$ cat src/logic/sfc_pkg.sv
// Shared constants and types for the store-to-load forward check.
// Assumes a byte-addressed core with store widths of 8 to 128 bits.
package sfc_pkg;

    // ------------------------------------------------------------
    // Widths and defaults
    // ------------------------------------------------------------
    localparam int ADDR_W    = 32;
    localparam int DATA_W    = 128;
    localparam int DEPTH     = 4;
    localparam int PRED_BITS = 4;

    // ------------------------------------------------------------
    // Access size codes, log2 of the byte count
    // ------------------------------------------------------------
    localparam logic [2:0] SZ_8   = 3'h0;
    localparam logic [2:0] SZ_16  = 3'h1;
    localparam logic [2:0] SZ_32  = 3'h2;
    localparam logic [2:0] SZ_64  = 3'h3;
    localparam logic [2:0] SZ_128 = 3'h4;

    // Byte position in a qword at which an unaligned store forwards bytes only.
    localparam logic [2:0] LATE_START_BYTE = 3'h7;

    // ------------------------------------------------------------
    // Types
    // ------------------------------------------------------------
    typedef struct packed {
        logic [ADDR_W-1:0] addr;
        logic [2:0]        size;
    } sfc_acc_type;

    typedef enum logic [3:0] {
        SFC_RES_IDLE  = 4'h1,
        SFC_RES_CACHE = 4'h2,
        SFC_RES_FWD   = 4'h4,
        SFC_RES_STALL = 4'h8
    } sfc_res_type;

endpackage

$ cat src/logic/sfc_check.sv
// Store buffer with store-to-load forward decision and dependence predictor.
// Assumes the pipeline presents only loads younger than every buffered store,
// and that it retries a stalled load itself.
`timescale 1ns/1ps

// How it works
// - A wide load covering several narrower stores is not forwarded; it stalls.
// - Byte loads at non-start offsets of an aligned wider store stall until written.
// - Aligned 16/32-bit stores forward only the documented aligned load cases.
// - Aligned 64/128-bit stores forward size-aligned 32/64/128-bit loads and 8/16-bit at start.
// - Unaligned store at byte 1 forwards 8/16/32-bit loads at its start only.
// - Unaligned store at byte 7 forwards 8-bit loads only, any offset.
// - A forwarding load waits until its store data has arrived.
// - Predict dependent loads; an unheld load that could forward from late store data takes a penalty.
// - Stores go to memory only after retirement; until then they may forward.
// - Forward only when one store holds every byte the load needs.
// - Unrelated loads proceed, passing blocked loads; one whose tag is predicted dependent waits while any store lacks data.
module sfc_check #(
    parameter int DEPTH     = sfc_pkg::DEPTH,
    parameter int PRED_BITS = sfc_pkg::PRED_BITS
) (
    // Clock and reset
    input  wire logic                        clock,
    input  wire logic                        arst_n,
    // Pipeline flush of unretired stores
    input  wire logic                        flush,
    // Store allocation
    input  wire logic                        st_alloc_valid,
    input  wire sfc_pkg::sfc_acc_type        st_alloc,
    output logic                             st_alloc_ready,
    output logic [$clog2(DEPTH)-1:0]         st_alloc_idx,
    // Store data arrival
    input  wire logic                        st_data_valid,
    input  wire logic [$clog2(DEPTH)-1:0]    st_data_idx,
    input  wire logic [sfc_pkg::DATA_W-1:0]  st_data,
    // Store retirement
    input  wire logic                        st_retire,
    // Memory write port
    output logic                             mem_wr_valid,
    output sfc_pkg::sfc_acc_type             mem_wr,
    output logic [sfc_pkg::DATA_W-1:0]       mem_wr_data,
    input  wire logic                        mem_wr_ready,
    // Load check
    input  wire logic                        ld_valid,
    input  wire sfc_pkg::sfc_acc_type        ld,
    input  wire logic [PRED_BITS-1:0]        ld_tag,
    output sfc_pkg::sfc_res_type             ld_res,
    output logic [sfc_pkg::DATA_W-1:0]       ld_data,
    output logic                             ld_penalty,
    output logic                             ld_pred_wait
);

    localparam int IW = $clog2(DEPTH);
    localparam int CW = $clog2(DEPTH + 1);

    if (DEPTH < 2 || (DEPTH & (DEPTH - 1)) != 0 || PRED_BITS < 1) begin : g_bad_depth
        $error("DEPTH must be a power of two, at least 2, and PRED_BITS at least 1");
    end

    // ------------------------------------------------------------
    // Forward legality for a contained load
    // ------------------------------------------------------------
    function automatic logic fwd_ok(input logic [3:0] sa, input logic [2:0] ssz,
                                    input logic [3:0] off, input logic [2:0] lsz);
        logic [3:0] smask;
        logic       ok;
        smask = 4'(((5'h1 << ssz) - 5'h1));
        ok    = 1'b0;
        if ((sa & smask) == 4'h0) begin
            case (ssz)
                sfc_pkg::SZ_8:  ok = 1'b1;
                sfc_pkg::SZ_16: ok = (off[0] == 1'b0);
                sfc_pkg::SZ_32: ok = (lsz == sfc_pkg::SZ_16) ? (off[0] == 1'b0) : (off == 4'h0);
                default: begin
                    // Size-aligned 32/64-bit loads anywhere, others only at the start.
                    if (lsz == sfc_pkg::SZ_32) begin
                        ok = (off[1:0] == 2'h0);
                    end else if (lsz == sfc_pkg::SZ_64) begin
                        ok = (off[2:0] == 3'h0);
                    end else begin
                        ok = (off == 4'h0);
                    end
                end
            endcase
        end else if (sa[2:0] == sfc_pkg::LATE_START_BYTE) begin
            ok = (lsz == sfc_pkg::SZ_8);
        end else begin
            ok = (off == 4'h0) && (lsz <= sfc_pkg::SZ_32);
        end
        return ok;
    endfunction

    // ------------------------------------------------------------
    // Store buffer state
    // ------------------------------------------------------------
    sfc_pkg::sfc_acc_type           acc_r  [DEPTH];
    logic [sfc_pkg::DATA_W-1:0]     data_r [DEPTH];
    logic [DEPTH-1:0]               drdy_r;
    logic [IW-1:0]                  head_r;
    logic [IW-1:0]                  tail_r;
    logic [CW-1:0]                  cnt_r;
    logic [CW-1:0]                  ret_cnt_r;
    logic [(1<<PRED_BITS)-1:0]      pred_r;

    wire logic            push = st_alloc_valid && st_alloc_ready && !flush;
    wire logic            pop  = mem_wr_valid && mem_wr_ready;
    wire logic            ret  = st_retire && !flush && (ret_cnt_r < cnt_r);
    wire logic [CW-1:0]   ret_cnt_nxt = ret_cnt_r + CW'(ret) - CW'(pop);
    wire logic [IW-1:0]   head_nxt    = head_r + IW'(pop);
    wire logic [CW-1:0]   cnt_nxt     = flush ? ret_cnt_nxt : cnt_r + CW'(push) - CW'(pop);
    wire logic [IW-1:0]   tail_nxt    = flush ? head_nxt + IW'(ret_cnt_nxt) : tail_r + IW'(push);

    // Only retired stores with their data reach memory, oldest first.
    assign st_alloc_ready = (cnt_r != CW'(DEPTH));
    assign st_alloc_idx   = tail_r;
    assign mem_wr_valid   = (ret_cnt_r != CW'(0)) && drdy_r[head_r];
    assign mem_wr         = acc_r[head_r];
    assign mem_wr_data    = data_r[head_r];

    // Pointer and count update; a flush drops only the unretired tail.
    always_ff @(posedge clock or negedge arst_n) begin
        if (!arst_n) begin
            head_r    <= '0;
            tail_r    <= '0;
            cnt_r     <= '0;
            ret_cnt_r <= '0;
        end else begin
            head_r    <= head_nxt;
            tail_r    <= tail_nxt;
            cnt_r     <= cnt_nxt;
            ret_cnt_r <= ret_cnt_nxt;
        end
    end

    // Entry contents; data arrival is written after allocation so it wins.
    always_ff @(posedge clock or negedge arst_n) begin
        if (!arst_n) begin
            drdy_r <= '0;
            for (int i = 0; i < DEPTH; i++) begin
                acc_r[i]  <= '0;
                data_r[i] <= '0;
            end
        end else begin
            if (push) begin
                acc_r[tail_r]  <= st_alloc;
                drdy_r[tail_r] <= 1'b0;
            end
            if (st_data_valid) begin
                data_r[st_data_idx] <= st_data;
                drdy_r[st_data_idx] <= 1'b1;
            end
        end
    end

    // ------------------------------------------------------------
    // Overlap per entry
    // ------------------------------------------------------------
    logic [DEPTH-1:0] live_w;
    logic [DEPTH-1:0] ov_w;
    wire logic [sfc_pkg::ADDR_W:0] ld_lo = {1'b0, ld.addr};
    wire logic [sfc_pkg::ADDR_W:0] ld_hi = ld_lo + ((sfc_pkg::ADDR_W+1)'(1) << ld.size);

    for (genvar g = 0; g < DEPTH; g++) begin : g_ov
        wire logic [IW-1:0]            age  = IW'(g) - head_r;
        wire logic [sfc_pkg::ADDR_W:0] s_lo = {1'b0, acc_r[g].addr};
        wire logic [sfc_pkg::ADDR_W:0] s_hi = s_lo + ((sfc_pkg::ADDR_W+1)'(1) << acc_r[g].size);
        assign live_w[g] = (CW'(age) < cnt_r);
        assign ov_w[g]   = live_w[g] && (ld_lo < s_hi) && (s_lo < ld_hi);
    end

    // Youngest overlapping store: scanning oldest to youngest, the last hit stays.
    logic          hit_w;
    logic [IW-1:0] sel_w;
    always_comb begin
        logic [IW-1:0] idx;
        idx   = '0;
        hit_w = 1'b0;
        sel_w = '0;
        for (int k = 0; k < DEPTH; k++) begin
            idx = head_r + IW'(k);
            if (ov_w[idx]) begin
                hit_w = 1'b1;
                sel_w = idx;
            end
        end
    end

    // ------------------------------------------------------------
    // Decision
    // ------------------------------------------------------------
    wire sfc_pkg::sfc_acc_type     sel_acc  = acc_r[sel_w];
    wire logic [sfc_pkg::ADDR_W:0] sel_lo   = {1'b0, sel_acc.addr};
    wire logic [sfc_pkg::ADDR_W:0] sel_hi   = sel_lo + ((sfc_pkg::ADDR_W+1)'(1) << sel_acc.size);
    wire logic                     contain  = (ld_lo >= sel_lo) && (ld_hi <= sel_hi);
    wire logic [3:0]               off_w    = 4'(ld.addr - sel_acc.addr);
    wire logic                     legal_w  = contain && fwd_ok(sel_acc.addr[3:0], sel_acc.size, off_w, ld.size);
    wire logic                     late_w   = !drdy_r[sel_w];
    wire logic                     any_late = |(live_w & ~drdy_r);
    // A predicted-dependent load holds while any buffered store lacks data; cheaper than a late hit.
    wire logic                     hold_w   = pred_r[ld_tag] && any_late;
    wire logic [sfc_pkg::DATA_W-1:0] fwd_data_w = data_r[sel_w] >> {off_w, 3'h0};

    logic res_fwd;
    logic res_stall;
    assign res_fwd   = hit_w && legal_w && !late_w && !hold_w;
    assign res_stall = hit_w ? !res_fwd : hold_w;
    assign ld_pred_wait = ld_valid && hold_w;

    // Registered answer, data and predictor training.
    always_ff @(posedge clock or negedge arst_n) begin
        if (!arst_n) begin
            ld_res     <= sfc_pkg::SFC_RES_IDLE;
            ld_data    <= '0;
            ld_penalty <= 1'b0;
            pred_r     <= '0;
        end else begin
            ld_penalty <= ld_valid && hit_w && legal_w && late_w && !hold_w;
            ld_data    <= (ld_valid && res_fwd) ? fwd_data_w : '0;
            if (!ld_valid) begin
                ld_res <= sfc_pkg::SFC_RES_IDLE;
            end else if (res_fwd) begin
                ld_res <= sfc_pkg::SFC_RES_FWD;
            end else if (res_stall) begin
                ld_res <= sfc_pkg::SFC_RES_STALL;
            end else begin
                ld_res <= sfc_pkg::SFC_RES_CACHE;
            end
            if (ld_valid && hit_w && legal_w && late_w) begin
                pred_r[ld_tag] <= 1'b1;
            end else if (ld_valid && !hit_w && !hold_w) begin
                pred_r[ld_tag] <= 1'b0;
            end
        end
    end
endmodule

$ cat config.mk
export PLATFORM = sky130hd
export DESIGN_NAME = sfc_check
export DESIGN_NICKNAME = d
export VERILOG_FILES = /design/src/logic/sfc_pkg.sv /design/src/logic/sfc_check.sv
export SDC_FILE = /design/constraint.sdc
export NUM_CORES = 2
export LEC_CHECK = 0
export BUFFER_PORTS_ARGS = -buffer_cell sky130_fd_sc_hd__buf_2
export CORE_MARGIN = 5
export CORE_UTILIZATION = 40
export CTS_CLUSTER_SIZE = 28
export DETAILED_ROUTE_END_ITERATION = 10
export RECOVER_POWER = 25
export SLEW_MARGIN = 10
export SYNTH_ARGS = -nofsm -noshare
export SYNTH_HDL_FRONTEND = slang
export SYNTH_SLANG_ARGS = --single-unit
$ cat constraint.sdc
create_clock -name clock -period 12.7 [get_ports clock]
set_input_delay 0.635 -clock clock [delete_from_list [all_inputs] [get_ports clock]]
set_output_delay 0.635 -clock clock [all_outputs]
set_load 0.005 [all_outputs]
# --- Word-level counts from Yosys, hierarchy flattened ---
# Index checks and enable logic that the tools add are counted.
# Widths: inputs -> output; s select.
totals:
  register_bits: 815
  output_inout_bits: 301
  in_bits: 212
classes:
  n_eq_ne: 7
  n_mux: 63
  order_cmp: 33
  n_addsub: 22
  bitwise: 14
  shift: 8
  n_reduce_logical: 48
ops:
  columns: ["cell", "n"]
  rows:
  - ["$mux 128", 6]
  - ["$bmux 128 s2", 2]
  - ["$bwmux 512", 1]
  - ["$lt 32x33->1", 8]
  - ["$demux 128 s2", 1]
  - ["$add 32x33->33", 6]
  - ["$shl 1x3->33 const A", 6]
  - ["$mux 35", 5]
  - ["$bmux 35 s2", 2]
  - ["$bwmux 140", 1]
  - ["$shr 128x7->128", 1]
  - ["$demux 35 s2", 1]
  - ["$logic_and 1x1->1", 34]
  - ["$le 33x33->1", 1]
  - ["$ge 32x32->1", 1]
  - ["$mux 16", 2]
  - ["$lt 2x3->1 const B", 7]
  - ["$mux 1", 20]
  - ["$mux 4", 5]
  - ["$and 16x16->16", 1]
  - ["$not 16->16", 1]
  - ["$or 16x16->16", 1]
  - ["$and 4x4->4", 3]
  - ["$bmux 1 s2", 6]
  - ["40 further kinds", 73]

# --- Longest topological paths before layout ---
logic_depth:
  word_depth: 30
  mapped_depth: 64

# --- Least setup slack after synthesis ---
# Ideal clock, no wire load.
synth_path:
  path_kind: "input -> register"
  from: "input ld[0] (netlist bit)"
  to: "register ld_data[35] (netlist bit)"
  arrival_ns: 12.068
  setup_time_ns: 0.094
  path_stages: 58
  slack_ns: 0.539
  path_cell_list: "clkbuf_1 nor3b_1 inv_1 fa_1 or4b_1 a31oi_1 o21ai_1 a21oi_1 nand2_1 nor3_1 and2_1 and3_1 xor2_1 inv_1 ha_1 a221oi_1 o21ai_0 nor4b_1 [22 not listed] ha_1 a21o_1 a21o_1 a21o_1 a21oi_1 nor2b_1 o21ai_0 nand2b_1 a21oi_1 o311ai_0 a211o_1 nor4b_1 mux2i_1 mux2i_1 nand3_1 buf_4 buf_6 a221oi_2"
synth_between:
  elab_chain_cells: 26
synth_rtl:
  columns: ["item", "line_no", "source"]
  rows:
  - ["from (decl)", "sfc_check.sv:45", "input wire sfc_pkg::sfc_acc_type ld,"]
  - ["branches (longest 25 deep; another with $add 32x33->33)", null, null]
  - ["$mux 128 *", "sfc_check.sv:218", "ld_data <= (ld_valid && res_fwd) ? fwd_data_w : '0;"]
  - ["to (signal assigned)", "sfc_check.sv:218", null]
  - ["to (decl)", "sfc_check.sv:48", "output logic [sfc_pkg::DATA_W-1:0] ld_data,"]
# Every way passes the cells marked *. The select of a mux whose other input is x is not followed.
# A chain may end at the register's enable or synchronous reset.

# --- Final worst setup path ---
layout_path:
  from: "register acc_r[72] (netlist bit)"
  to: "register ld_data[26] (netlist bit)"
layout_between:
  elab_chain_cells: 27
layout_rtl:
  columns: ["item", "line_no", "source"]
  rows:
  - ["from (decl)", "sfc_check.sv:96", "sfc_pkg::sfc_acc_type acc_r [DEPTH];"]
  - ["from (signal, indexed assignment)", "sfc_check.sv:145", "acc_r[tail_r] <= st_alloc;"]
  - ["branches (longest 26 deep; another with $add 32x33->33)", null, null]
  - ["$mux 128 *", "sfc_check.sv:218", null]
# Marks and branches as above.

==> results.cfg <==
[sta]
tightest_slew_ns = 6.24
fin_crit_sh = 0.946
rsz0062_at_grt = no
clock-skew-final_ns = 0.0450
final_hold_viol_count = 0
max_freq_mhz = 83.3
drv_slew = 395
slew_headroom = -3.16
finalSetupViolCount = 0
period_minus_slack_ns = 12.01

[clocking]
post_cts_buffers = 0
clock_path_buffers = 3
cts_root_buf = clkbuf_16
path_clk_slew_ns = 0.06
cts-buffers-inserted = 95
cts_sinks = 815
cts_htree_levels = 3
cts_tree = yes
worstSkewPairLatency_ns = 0.72

[placed_design]
placed_area_um2 = 61300
finalWeightedCongestion = 0.955
port_buffers = 512
placed_cells = 7185
hpwl_um = 158000

[worst_hold_path]
holdPathEnd = data_r[53]
hold_path_depth = 2
min_path_type = in -> reg
min_from = st_data[53]

[critical_path]
r2r-start = acc_r[72]
crit_top_cell = a21oi_1
critPathTopFamily = compound AO/OA/AOI/OAI gates
worstSetupPathType = reg -> reg
critPathRequiredTime_ns = 13.31
r2r_slack_ns = 0.69
reg2reg_depth = 50
critPathMaxFanout = 56
crit_path_start_kind = flop
critPathMaxStageDelay_ns = 0.63
critPathBufInv = 6
cpMaxStageDelayCell = a211oi_1
cp.arrival_ns = 12.62
crit_path_end_kind = flop
r2r-end = ld_data[26]

[global_route]
grt_pass1_vias = 43500
track_usage = 0.278
grt_start_max_net_pins = 166
grt_pass1_wl_um = 304000
overflow = 0
antenna_found_initial = 39

[routing]
drc = 0
wl_um = 210000
drtIter0Drc = 3981
viasPerCell = 5.99
wl_per_cell_um = 28.5
drt_first_pass_iters = 5
num_vias = 44200
ant_nets = 0

[logic_synthesis]
synth_warnings = 0
synth_edf_count = 0
netlist_top_cells_area = dfrtp_1 (36%), mux2_2 (13%), mux4_2 (9.1%)
ys_seq_area_frac = 0.365
async_reset_ff_frac = 1.00
synth_area_per_cell_um2 = 11.5
yosys_most_used_dff = dfrtp_1
syn-cell-area_um2 = 55900
synth_cells = 4866
yosysTopAreaCell = dfrtp_1
synth_nets = 5461
ys_ff_latch = 815
synth_top_cell_area_share = 0.365
synth.distinct_cells = 88

[layout]
drive_above_1_share = 0.323
layout_common_cells = dfrtp_1 (811), mux2_2 (654), mux2i_1 (482)
mostFrequentLayoutCell = dfrtp_1
final_cells = 7389
nets = 6002
stdcell_area_um2 = 64700
area_delta_synth_final_pct = 15.8

[floorplan]
fp.dieH_um = 384
die_w_um = 384
core-area_um2 = 139000
start_util = 0.401
num_rows = 137
die_area_um2 = 147000
io_pins = 513

[job]
drv_cap = 6

[outcome]
violations = capacitance limit, slew limit
status = finished, violations left
## timing repair
| item | in CTS | in global routing |
|---|---|---|
| hold buffers | 1 | 0 |
| gates resized for setup | 0 | 22 |
| endpoints found under the hold margin | 86 | 0 |
| setup endpoints to repair | 0 | 147 |
## worst max-delay path by stage
stage | startpoint | to | slack, ns | depth (start not counted)
floorplan | ld[0] | ld_data[35] | 0.54 | 58
global placement | ld[1] | ld_data[113] | 0.12 | 53
detailed placement | ld[1] | ld_data[117] | -0.06 | 53
CTS | acc_r[1] | ld_data[26] | 0.11 | 53
global route | ld[1] | ld_data[116] | 0.007 | 56
finish | acc_r[72] | ld_data[26] | 0.69 | 50
## registers in the layout, indices dropped and copies added (netlist names), named ones only
signal        count
acc_r           140
cnt_r             3
data_r          512
drdy_r            4
head_r            2
ld_data         128
ld_penalty        1
ld_res            4
ret_cnt_r         3
st_alloc_idx      2
## synth_stat cells, types with 10 or more instances
library cell  number
a21oi_1          236
and4_1            21
nor3b_2           16
buf_4             31
o211ai_1          24
o21a_1            17
nor3b_1           18
mux2_2           654
nand4_1           53
nor2b_1           40
nand2_1          231
ha_1             374
buf_6             17
inv_1            116
dfrtp_1          814
xor2_1           105
nand3_1           86
o21ai_0          140
buf_1             42
a31oi_1           20
xnor2_1           88
o21bai_1          19
and3_1            31
nor2_1           213
mux4_2           225
mux2i_1          482
and2_1            56
a211oi_1         139
clkbuf_1         177
nor3_1            79
buf_2             19
nor4_1            19
a21o_1            45
a2111oi_2         10
nand2b_1          23
o31ai_1           10
o22ai_1           34
## worst register-to-register path, delay by kind of cell, from the launching register on
kind,cells,cell delay (ns)
flip-flops,1,0.50
AND/OR/NAND/NOR,12,2.57
XOR/XNOR,2,0.30
multiplexers,2,0.31
adder cells (fa/ha/maj),5,1.59
buffers and inverters,6,1.10
AO/OA/AOI/OAI,23,5.58
## cells by family after synthesis
logic type | count (synthesis) | synth area share
mux | 1362 | 0.309
simple gates | 919 | 0.0835
flops | 815 | 0.365
compound gates | 789 | 0.0925
buf+inv | 405 | 0.0325
fa+ha+maj | 383 | 0.0870
xor+xnor | 193 | 0.0303
## routing by layer
layer / wire length (um) / part of all wire / global-route usage
met3: 17300 / 0.082 / 0.0631
met5: 131 / 0.00062 / 0
met2: 92900 / 0.44 / 0.418
met4: 9830 / 0.047 / 0.119
met1: 90100 / 0.43 / 0.386
## stage by stage
stage	worst slack, ns	setup TNS, ns	hold WS, ns	util
after floorplan	0.539	0	0.339	-
after global placement	0.117	0	0.484	0.441
after detailed placement	-0.0570	-0.519	0.492	0.441
after CTS	0.111	0	0.123	0.465
after global routing	0.00661	0	0.163	0.465
final	0.689	0	0.181	0.465
## layout make-up
cell class,instances,area (um2)
well taps,1876,2350
multi-input cells,3646,33900
flip-flops and latches,815,20400
clock buffers,136,2790
inverters,117,439
diodes,27,67.6
fillers,13000,74500
clock inverters,40,554
repair buffers,732,4210
Power is left out: the tool's default activity adds up to more than one toggle a clock period on the data nets, which glitch-free logic cannot reach.
